## config.mk

```make
export PLATFORM = sky130hd
export DESIGN_NAME = maskable_interrupt_controller
export DESIGN_NICKNAME = d
export VERILOG_FILES = /design/src/hw/intc_pkg.sv /design/src/hw/pending_latch_bank.sv /design/src/hw/level_picker.sv /design/src/hw/maskable_interrupt_controller.sv
export VERILOG_INCLUDE_DIRS = /design/src /design/src/hw
export SDC_FILE = /design/constraint.sdc
export NUM_CORES = 1
export LEC_CHECK = 0
export BUFFER_PORTS_ARGS = -buffer_cell sky130_fd_sc_hd__buf_2
export CAP_MARGIN = 40
export CELL_PAD_IN_SITES_DETAIL_PLACEMENT = 1
export CELL_PAD_IN_SITES_GLOBAL_PLACEMENT = 1
export CORE_ASPECT_RATIO = 0.7
export CORE_MARGIN = 2
export CORE_UTILIZATION = 44
export DETAILED_ROUTE_END_ITERATION = 16
export GPL_TIMING_DRIVEN = 1
export PLACE_DENSITY = 0.82
export REMOVE_ABC_BUFFERS = 1
export SYNTH_ARGS = -nofsm -noshare
export SYNTH_HDL_FRONTEND = slang
export SYNTH_SLANG_ARGS = --single-unit
```

## constraint.sdc

```tcl
create_clock -name clk -period 8.2 [get_ports clk]
set_input_delay 1.23 -clock clk [delete_from_list [all_inputs] [get_ports clk]]
set_output_delay 1.23 -clock clk [all_outputs]
set_load 0.02 [all_outputs]
```

## src/hw/intc_params.svh

```systemverilog
`ifndef INTC_PARAMS_SVH
`define INTC_PARAMS_SVH

`define ADDR_ENABLE_LOW 16'h003A
`define ADDR_ENABLE_HIGH 16'h003B
`define ADDR_LATCH_LOW 16'h003C
`define ADDR_LATCH_HIGH 16'h003D
`define ADDR_SELECT 16'h003E

`define LATCH_COUNT 16
`define LEVEL_SHARED_FOUR 14
`define LEVEL_SHARED_FIVE 15
`define SEL_LEVEL16_BIT 0
`define SEL_LEVEL15_BIT 1

`define ENABLE_RESET 12'h000
`define SELECT_RESET 2'h0
`define VECTOR_TOP 16'hFFFE
`define STACK_FRAME 16'h0003
`define ACCEPT_CYCLES 8

`endif

```

## src/hw/intc_pkg.sv

```systemverilog
`default_nettype none
package intc_pkg;

  // special function register access from the core
  typedef struct packed {
    logic wr;
    logic rd;
    logic [15:0] addr;
    logic [7:0] wdata;
  } sfr_req_type;

  // stack and vector table access
  typedef struct packed {
    logic we;
    logic re;
    logic [15:0] addr;
    logic [7:0] wdata;
  } mem_req_type;

  // values handed back to the core sequencer
  typedef struct packed {
    logic pc_load;
    logic [15:0] pc;
    logic sp_load;
    logic [15:0] sp;
    logic status_load;
    logic [6:0] status;
  } cpu_load_type;

  typedef enum {
    ST_IDLE,
    ST_CLEAR,
    ST_PUSH_STATUS,
    ST_PUSH_HIGH,
    ST_PUSH_LOW,
    ST_VEC_LOW,
    ST_VEC_HIGH,
    ST_VEC_WAIT,
    ST_LOAD,
    ST_POP_LOW,
    ST_POP_HIGH,
    ST_POP_STATUS,
    ST_RESTORE
  } seq_state_type;

endpackage : intc_pkg
`default_nettype wire

```

## src/hw/pending_latch_bank.sv

```systemverilog
`timescale 1ns/1ps
`default_nettype none
module pending_latch_bank #(
  parameter int WIDTH = 16
) (
  input wire logic clk,
  input wire logic resetn,
  input wire logic [WIDTH-1:0] set_mask,
  input wire logic [WIDTH-1:0] clear_mask,
  output logic [WIDTH-1:0] latch
);

  logic [WIDTH-1:0] next_latch;

  // a request in the clearing cycle survives: set wins
  always_comb begin
    next_latch = (latch & ~clear_mask) | set_mask;
  end

  always_ff @(posedge clk) begin
    if (!resetn) begin
      latch <= '0;
    end else begin
      latch <= next_latch;
    end
  end

endmodule : pending_latch_bank
`default_nettype wire

```

## src/hw/level_picker.sv

```systemverilog
`timescale 1ns/1ps
`default_nettype none
module level_picker #(
  parameter int WIDTH = 16,
  parameter int IDX_W = 4
) (
  input wire logic [WIDTH-1:0] eligible,
  output logic found,
  output logic [IDX_W-1:0] index
);

  // scan downward so the lowest level number is left standing
  always_comb begin
    found = 1'b0;
    index = '0;
    for (int i = WIDTH - 1; i >= 0; i--) begin
      if (eligible[i]) begin
        found = 1'b1;
        index = IDX_W'(i);
      end
    end
  end

endmodule : level_picker

```

## src/hw/maskable_interrupt_controller.sv

```systemverilog
`timescale 1ns/1ps
`default_nettype none
`include "intc_params.svh"
module maskable_interrupt_controller (
  input wire logic clk,
  input wire logic resetn,
  // register access from the core
  input wire intc_pkg::sfr_req_type sfr_req,
  output logic [7:0] sfr_rdata,
  // dedicated request sources, one pulse per request
  input wire logic [13:2] source_request,
  input wire logic external_request_four,
  input wire logic external_request_five,
  input wire logic converter_done_request,
  // core sequencer
  input wire logic instr_last_cycle,
  input wire logic enable_instr,
  input wire logic disable_instr,
  input wire logic maskable_return_instr,
  input wire logic nonmaskable_return_instr,
  input wire logic [6:0] processor_status_word,
  input wire logic [15:0] cpu_pc,
  input wire logic [15:0] cpu_sp,
  output logic cpu_hold,
  output intc_pkg::cpu_load_type cpu_load,
  // stack and vector memory, read data one cycle after re
  output intc_pkg::mem_req_type mem_req,
  input wire logic [7:0] mem_rdata,
  // status towards the core
  output logic master_enable_flag,
  output logic [3:0] accepted_level
);

  localparam int NL = `LATCH_COUNT;

  intc_pkg::seq_state_type state;
  intc_pkg::seq_state_type next_state;

  logic [15:4] source_enable_flag;
  logic [15:4] next_source_enable_flag;
  logic next_master_enable_flag;
  logic [1:0] shared_level_select;
  logic [1:0] next_shared_level_select;
  logic [3:0] next_accepted_level;
  logic [15:0] sp_base;
  logic [15:0] next_sp_base;
  logic [15:0] pc_save;
  logic [15:0] next_pc_save;
  logic [7:0] status_save;
  logic [7:0] next_status_save;
  logic [7:0] low_byte;
  logic [7:0] next_low_byte;
  logic [7:0] high_byte;
  logic [7:0] next_high_byte;
  logic [7:0] next_sfr_rdata;
  intc_pkg::cpu_load_type next_cpu_load;

  logic [NL-1:0] pending_latch;
  logic [NL-1:0] latch_set;
  logic [NL-1:0] latch_clear;
  logic [NL-1:0] eligible;
  logic pick_found;
  logic [3:0] pick_level;
  logic [15:0] vector_addr;
  logic wr_enable_low;
  logic wr_enable_high;
  logic wr_latch_low;
  logic wr_latch_high;
  logic wr_select;
  logic any_return;

  // register decode; writes only on the exact byte address
  assign wr_enable_low = sfr_req.wr && (sfr_req.addr == `ADDR_ENABLE_LOW);
  assign wr_enable_high = sfr_req.wr && (sfr_req.addr == `ADDR_ENABLE_HIGH);
  assign wr_latch_low = sfr_req.wr && (sfr_req.addr == `ADDR_LATCH_LOW);
  assign wr_latch_high = sfr_req.wr && (sfr_req.addr == `ADDR_LATCH_HIGH);
  assign wr_select = sfr_req.wr && (sfr_req.addr == `ADDR_SELECT);
  assign any_return = maskable_return_instr | nonmaskable_return_instr;

  // request routing; an unselected shared source is simply dropped
  always_comb begin
    latch_set = '0;
    latch_set[13:2] = source_request;
    latch_set[`LEVEL_SHARED_FOUR] = external_request_four &
                                    ~shared_level_select[`SEL_LEVEL15_BIT];
    latch_set[`LEVEL_SHARED_FIVE] = shared_level_select[`SEL_LEVEL16_BIT] ?
                                    converter_done_request :
                                    external_request_five;
  end

  // software clears by writing 0; a 1 leaves the latch alone and never sets it
  always_comb begin
    latch_clear = '0;
    if (wr_latch_low) begin
      latch_clear[7:0] = ~sfr_req.wdata;
    end
    if (wr_latch_high) begin
      latch_clear[15:8] = ~sfr_req.wdata;
    end
    if (state == intc_pkg::ST_CLEAR) begin
      latch_clear[accepted_level] = 1'b1;
    end
  end

  pending_latch_bank #(
    .WIDTH(NL)
  ) u_latches (
    .clk(clk),
    .resetn(resetn),
    .set_mask(latch_set),
    .clear_mask(latch_clear),
    .latch(pending_latch)
  );

  // levels 2 and 3 ignore every enable; levels 4..15 need both flags
  always_comb begin
    eligible = '0;
    eligible[3:2] = pending_latch[3:2];
    eligible[15:4] = pending_latch[15:4] & source_enable_flag &
                     {12{master_enable_flag}};
  end

  level_picker #(
    .WIDTH(NL),
    .IDX_W(4)
  ) u_picker (
    .eligible(eligible),
    .found(pick_found),
    .index(pick_level)
  );

  // each level owns one two-byte slot, counting down from the top
  assign vector_addr = `VECTOR_TOP - {11'h000, accepted_level, 1'b0};

  // sequencer is busy for the whole acceptance or return
  assign cpu_hold = (state != intc_pkg::ST_IDLE);

  // stack pushes walk down from the saved pointer, pops walk up
  always_comb begin
    mem_req = '0;
    case (state)
      intc_pkg::ST_PUSH_STATUS: begin
        mem_req.we = 1'b1;
        mem_req.addr = sp_base;
        mem_req.wdata = status_save;
      end
      intc_pkg::ST_PUSH_HIGH: begin
        mem_req.we = 1'b1;
        mem_req.addr = sp_base - 16'h0001;
        mem_req.wdata = pc_save[15:8];
      end
      intc_pkg::ST_PUSH_LOW: begin
        mem_req.we = 1'b1;
        mem_req.addr = sp_base - 16'h0002;
        mem_req.wdata = pc_save[7:0];
      end
      intc_pkg::ST_VEC_LOW: begin
        mem_req.re = 1'b1;
        mem_req.addr = vector_addr;
      end
      intc_pkg::ST_VEC_HIGH: begin
        mem_req.re = 1'b1;
        mem_req.addr = vector_addr + 16'h0001;
      end
      intc_pkg::ST_POP_LOW: begin
        mem_req.re = 1'b1;
        mem_req.addr = sp_base + 16'h0001;
      end
      intc_pkg::ST_POP_HIGH: begin
        mem_req.re = 1'b1;
        mem_req.addr = sp_base + 16'h0002;
      end
      intc_pkg::ST_POP_STATUS: begin
        mem_req.re = 1'b1;
        mem_req.addr = sp_base + `STACK_FRAME;
      end
      default: begin
        mem_req = '0;
      end
    endcase
  end

  // sequence and register next values
  always_comb begin
    next_state = state;
    next_master_enable_flag = master_enable_flag;
    next_source_enable_flag = source_enable_flag;
    next_shared_level_select = shared_level_select;
    next_accepted_level = accepted_level;
    next_sp_base = sp_base;
    next_pc_save = pc_save;
    next_status_save = status_save;
    next_low_byte = low_byte;
    next_high_byte = high_byte;
    next_cpu_load = '0;

    // software side; the core is held during a sequence so no overlap
    if (enable_instr) begin
      next_master_enable_flag = 1'b1;
    end
    if (disable_instr) begin
      next_master_enable_flag = 1'b0;
    end
    if (wr_enable_low) begin
      next_master_enable_flag = sfr_req.wdata[0];
      next_source_enable_flag[7:4] = sfr_req.wdata[7:4];
    end
    if (wr_enable_high) begin
      next_source_enable_flag[15:8] = sfr_req.wdata;
    end
    if (wr_select) begin
      // the reserved route on bit 1 is stored as written
      next_shared_level_select = sfr_req.wdata[1:0];
    end

    case (state)
      intc_pkg::ST_IDLE: begin
        if (any_return) begin
          next_sp_base = cpu_sp;
          next_state = intc_pkg::ST_POP_LOW;
        end else if (instr_last_cycle && pick_found) begin
          next_accepted_level = pick_level;
          next_sp_base = cpu_sp;
          next_pc_save = cpu_pc;
          next_state = intc_pkg::ST_CLEAR;
        end
      end
      intc_pkg::ST_CLEAR: begin
        // old flag is saved for the stack on the same edge that drops the live flag
        next_status_save = {processor_status_word, master_enable_flag};
        next_master_enable_flag = 1'b0;
        next_state = intc_pkg::ST_PUSH_STATUS;
      end
      intc_pkg::ST_PUSH_STATUS: begin
        next_state = intc_pkg::ST_PUSH_HIGH;
      end
      intc_pkg::ST_PUSH_HIGH: begin
        next_state = intc_pkg::ST_PUSH_LOW;
      end
      intc_pkg::ST_PUSH_LOW: begin
        next_state = intc_pkg::ST_VEC_LOW;
      end
      intc_pkg::ST_VEC_LOW: begin
        next_state = intc_pkg::ST_VEC_HIGH;
      end
      intc_pkg::ST_VEC_HIGH: begin
        next_low_byte = mem_rdata;
        next_state = intc_pkg::ST_VEC_WAIT;
      end
      intc_pkg::ST_VEC_WAIT: begin
        next_high_byte = mem_rdata;
        next_state = intc_pkg::ST_LOAD;
      end
      intc_pkg::ST_LOAD: begin
        // eighth cycle: counter and stack pointer handed over together
        next_cpu_load.pc_load = 1'b1;
        next_cpu_load.pc = {high_byte, low_byte};
        next_cpu_load.sp_load = 1'b1;
        next_cpu_load.sp = sp_base - `STACK_FRAME;
        next_state = intc_pkg::ST_IDLE;
      end
      intc_pkg::ST_POP_LOW: begin
        next_state = intc_pkg::ST_POP_HIGH;
      end
      intc_pkg::ST_POP_HIGH: begin
        next_low_byte = mem_rdata;
        next_state = intc_pkg::ST_POP_STATUS;
      end
      intc_pkg::ST_POP_STATUS: begin
        next_high_byte = mem_rdata;
        next_state = intc_pkg::ST_RESTORE;
      end
      intc_pkg::ST_RESTORE: begin
        // same restore for both return kinds
        next_master_enable_flag = mem_rdata[0];
        next_cpu_load.status_load = 1'b1;
        next_cpu_load.status = mem_rdata[7:1];
        next_cpu_load.pc_load = 1'b1;
        next_cpu_load.pc = {high_byte, low_byte};
        next_cpu_load.sp_load = 1'b1;
        next_cpu_load.sp = sp_base + `STACK_FRAME;
        next_state = intc_pkg::ST_IDLE;
      end
      default: begin
        next_state = intc_pkg::ST_IDLE;
      end
    endcase
  end

  // read data registered; unmapped addresses read zero
  always_comb begin
    next_sfr_rdata = sfr_rdata;
    if (sfr_req.rd) begin
      case (sfr_req.addr)
        `ADDR_ENABLE_LOW: next_sfr_rdata = {source_enable_flag[7:4], 3'b000,
                                            master_enable_flag};
        `ADDR_ENABLE_HIGH: next_sfr_rdata = source_enable_flag[15:8];
        `ADDR_LATCH_LOW: next_sfr_rdata = pending_latch[7:0];
        `ADDR_LATCH_HIGH: next_sfr_rdata = pending_latch[15:8];
        `ADDR_SELECT: next_sfr_rdata = {6'h00, shared_level_select};
        default: next_sfr_rdata = 8'h00;
      endcase
    end
  end

  always_ff @(posedge clk) begin
    if (!resetn) begin
      state <= intc_pkg::ST_IDLE;
      master_enable_flag <= 1'b0;
      source_enable_flag <= `ENABLE_RESET;
      shared_level_select <= `SELECT_RESET;
      accepted_level <= 4'h0;
      sp_base <= 16'h0000;
      pc_save <= 16'h0000;
      status_save <= 8'h00;
      low_byte <= 8'h00;
      high_byte <= 8'h00;
      sfr_rdata <= 8'h00;
      cpu_load <= '0;
    end else begin
      state <= next_state;
      master_enable_flag <= next_master_enable_flag;
      source_enable_flag <= next_source_enable_flag;
      shared_level_select <= next_shared_level_select;
      accepted_level <= next_accepted_level;
      sp_base <= next_sp_base;
      pc_save <= next_pc_save;
      status_save <= next_status_save;
      low_byte <= next_low_byte;
      high_byte <= next_high_byte;
      sfr_rdata <= next_sfr_rdata;
      cpu_load <= next_cpu_load;
    end
  end

endmodule : maskable_interrupt_controller
`default_nettype wire

```

# Word level (Yosys, flattened, before mapping)

Cells that the tools add are included.

Flip-flop bits (word level): 173
Output and inout port bits: 82
Bits of input ports: 95

Reduce and logical (&&, ||, !) cells: 18
$add $sub $neg: 8
Magnitude comparators: 2
Mux-type cells: 50
Bitwise operators: 11
Eq/ne operators: 19

Operator list:

| cell                                                 | number |
|---|---|
| one-hot mux 32 bit (11 select lines)                 | 1 |
| equality test 32 x 4 -> 1 bit, second input constant | 5 |
| equality test 32 x 3 -> 1 bit, second input constant | 4 |
| one-hot mux 16 bit (8 select lines)                  | 1 |
| equality test 32 x 2 -> 1 bit, second input constant | 3 |
| equality test 16 x 6 -> 1 bit, second input constant | 5 |
| one-hot mux 34 bit (2 select lines)                  | 1 |
| two-way mux 32 bit                                   | 2 |
| two-way mux 4 bit                                    | 14 |
| two-way mux 16 bit                                   | 3 |
| one-hot mux 8 bit (5 select lines)                   | 1 |
| adder 16 x 2 -> 16 bit, second input constant        | 2 |
| equality test 32 x 1 -> 1 bit, second input constant | 1 |
| zero test 32 bit                                     | 1 |
| OR 16 bit                                            | 2 |
| nonzero test 32 bit                                  | 1 |
| subtractor 16 x 2 -> 16 bit, second input constant   | 2 |
| bitwise AND 12 bit                                   | 2 |
| two-way mux 8 bit                                    | 3 |
| one-hot mux 8 bit (3 select lines)                   | 1 |
| two-way mux 1 bit                                    | 21 |
| adder 16 x 1 -> 16 bit, second input constant        | 1 |
| bitwise AND 16 bit                                   | 1 |
| NOT 16 bit                                           | 1 |
| other kinds (20)                                     | 29 |

# Logic depth before layout (Yosys ltp)

Word-level depth: 20
Depth in mapped cells: 12

# Cells and area by module

From an unflattened synthesis, not the netlist that was laid out.

Cell total of the unflattened synthesis: 1059
Area, all modules: 8584.5 sq um

Modules (own cells, without submodules):

| module                        | cells an instance | seq. area each (sq um) | instances | area an instance (sq um) |
|---|---|---|---|---|
| maskable_interrupt_controller | 976               | 2562.5                 | 1         | 7833.8 |
| pending_latch_bank            | 50                | 320.3                  | 1         | 571.8 |
| level_picker                  | 33                | 0.0                    | 1         | 178.9 |

# Worst setup path after synthesis

Ideal clock, no wire load.

Kind: register -> output
From: register state[3]
To: output mem_req[23] in the netlist's numbering
Buffers on the path: 3
Cell stages (with the launch flop): 13
Required time: 6.970 ns
Data arrival time: 3.590 ns
Slack: 3.380 ns
Path through: dfxtp_1 clkbuf_1 clkbuf_1 buf_1 nand3b_1 fa_1 a21o_1 a41oi_1 a31oi_1 nor4_1 a41oi_1 and3_1 o21ai_0

RTL lines:

| what                   | RTL line                             | source |
|---|---|---|
| start, declared        | maskable_interrupt_controller.sv:36  | `intc_pkg::seq_state_type state;` |
| start signal, assigned | maskable_interrupt_controller.sv:308 | `state <= intc_pkg::ST_IDLE;` |
| start signal, assigned | maskable_interrupt_controller.sv:321 | `state <= next_state;` |
| end, declared          | maskable_interrupt_controller.sv:27  | `output intc_pkg::mem_req_type mem_req,` |

==> flow_summary.toml <==
[clocking]
hold_buffers = 0
cts_tree = "yes"
cts.clk_slew.worst_paths_ns = 0.07
clock-root-buffer = "clkbuf_16"
post_cts_buffers = 0
cts_resized = 0
worstSkewPairLatency_ns = 0.43
cts_max_path_buffers = 2
cts_made_buffers = 17
cts_num_sinks = 144
htree_levels = 4

[timing]
period_needed_ns = 5.93
relSlewSlack_pct = 44.9
fmaxAchievable_ghz = 0.169
worst_slack_ns = 2.27
fin_worst_skew_ns = 0.00872
drv_slew = 0
grt_setup_unrepaired = "false"
worst_pin_slew_ns = 0.826
setup_violations = 0
fin_setup_tns_ns = 0
fin_crit_sh_pct = 72.3
hold_viol = 0
holdWs_ns = 0.459

[route]
drc = 0
drt_first_pass_iters = 5
drt_iter0_drc = 575
ant_nets = 0
routedWlPerCell_um = 19.8
wl_um = 27100
route.vias.total = 7965
vias_per_cell = 5.82

[synth]
synth_cells = 969
syn_avg_cell_area_sq_um = 8.61
synth_area_sq_mm = 0.00834
synth-seq-cells = 144
yosys_warnings = 0
synth_edf_count = 0
synth_flop_cell = "dfxtp_1"
async_flop_share_pct = 0
synth_cell_types = 76
ys_seq_area_share_pct = 34.6

[floorplan]
core.rowCount = 42
fp.dieArea_sq_mm = 0.0201
die_height_um = 119
io_pins = 177
start_util_pct = 44.5
die-width_um = 169
fp.coreArea_sq_mm = 0.0188

[critical_path]
crit_required_ns = 6.97
cp-start-kind = "register"
path_max_fanout = 25
end_kind = "primary output"
criticalPathCategory = "reg2out"
arrival_ns = 4.70

[layout]
final_layout_size_suffix_gt1_share_pct = 21.2
fin_util_pct = 53.3
area_delta_synth_final_pct = 19.8
n_antenna_cell = 0
layout_common_cells = "buf_2, dfxtp_1, nand2_1"
finalNetCount = 1239
fillers = 2264
final_common_cell = "buf_2"
final_cells = 1368

[grt]
grtUsageTotal_pct = 27.3
grt_pass1_vias = 7790
overflow = 0
grt_pass1_wl_um = 43400
grt_max_degree = 61
grt_antenna_before_repair = 0

[placement]
post-place-ws_ns = 2.78
portBuffers = 176
place_inst = 1336
place_congestion = 0.873
dp_hpwl_um = 19900

[run_status]
outcome = "completed"

[min_path]
holdCritPathClass = "reg2reg"

[pwr]
vdd_drop_max_v = 0.000153
power_density_mw_per_mm2 = 320
p_leak_nw = 4.35

[job]
drv_cap = 0
-- area by class of cell --
type	count	area [sq um]	area share, %
inverters	18	67.6	0.676
clock inverters	14	184	1.84
clock buffers	18	439	4.40
repair buffers	187	963	9.64
multi-input cells	745	5150	51.6
flip-flops and latches	144	2880	28.9
well taps	242	303	3.03
-- cells in the mapped netlist (8+ instances only) --
master,instances,area [sq um]
o221a_1,9,101
nand3_1,21,105
and3_1,15,93.8
nand4_1,8,50.1
a21boi_0,13,97.6
a22oi_1,11,82.6
nor2b_1,76,475
o31ai_1,8,60.1
mux2i_1,67,671
nand2_1,84,315
o21a_1,22,165
a211oi_1,8,60.1
nand2b_1,9,56.3
clkbuf_1,50,188
xnor2_1,20,175
a21o_1,10,75.1
a31oi_1,8,50.1
ha_1,29,363
and2_1,30,188
nor3_1,17,85.1
nor2_1,58,218
inv_1,18,67.6
xor2_1,18,158
dfxtp_1,144,2880
a222oi_1,12,120
a21oi_1,44,220
o21ai_0,45,225
-- registers in the layout, summed over array words and instances (netlist names), 12 cells and up --
register,cells
cpu_load,41
sp_base,16
source_enable_flag,12
pc_save,16
u_latches.latch,16
-- per-layer routing --
layer / routed length [um] / part of all wire (%) / vias to the layer above / global-route usage [%]
met5: 0 / 0 / - / 0
met4: 204 / 0.75 / 0 / 5.77
met3: 1760 / 6.5 / 17 / 5.68
met2: 11400 / 42 / 256 / 40.8
met1: 13700 / 51 / 3883 / 40.4
li1: - / - / 3809 / -
-- where the power goes --
part	internal [mW]	leakage [nW]	switching, mW	total, mW
combinational	0.589	2.88	0.869	1.46
sequential	0.761	1.17	0.158	0.919
clock	0.474	0.305	0.350	0.824
-- path summary, 6_finish.rpt --
kind,startpoint,end,slack (ns),depth (start not counted)
worst max-delay path,state[3],mem_req[22],2.27,10
worst min-delay path,low_byte[3],cpu_load[28],0.46,1
worst max register to register,sp_base[0],cpu_load[22],5.41,8
worst min register to register,low_byte[3],cpu_load[28],0.46,1
-- critical path, cell delays in order, from the launching register on --
cell and delay, ns:
dfxtp_1 0.86, nand3_1 0.84, ha_1 0.64, and2_1 0.20, a311oi_1 0.45, nor2_1 0.10, a211oi_1 0.23, o31ai_1 0.17
or4_1 0.50, o2111ai_1 0.09, buf_2 0.19
-- stage by stage --
stage / power, mW / cell area [sq um]
after floorplan: 1.92 / 8090
after global placement: 2.32 / 9350
after detailed placement: 2.36 / 9370
after CTS: 3.19 / 9990
after global routing: 3.40 / 9990
final: 3.20 / 9990
-- cell families (layout without fill, tap and decap cells) --
logic type	after synthesis	after routing	synth area share (%)
mux	72	72	8.71
simple gates	348	348	22.3
xor+xnor	38	38	3.99
compound gates	256	256	21.8
buf+inv	80	237	3.81
fa+ha+maj	31	31	4.83
flops	144	144	34.6
(Power assumes the default switching activity.)
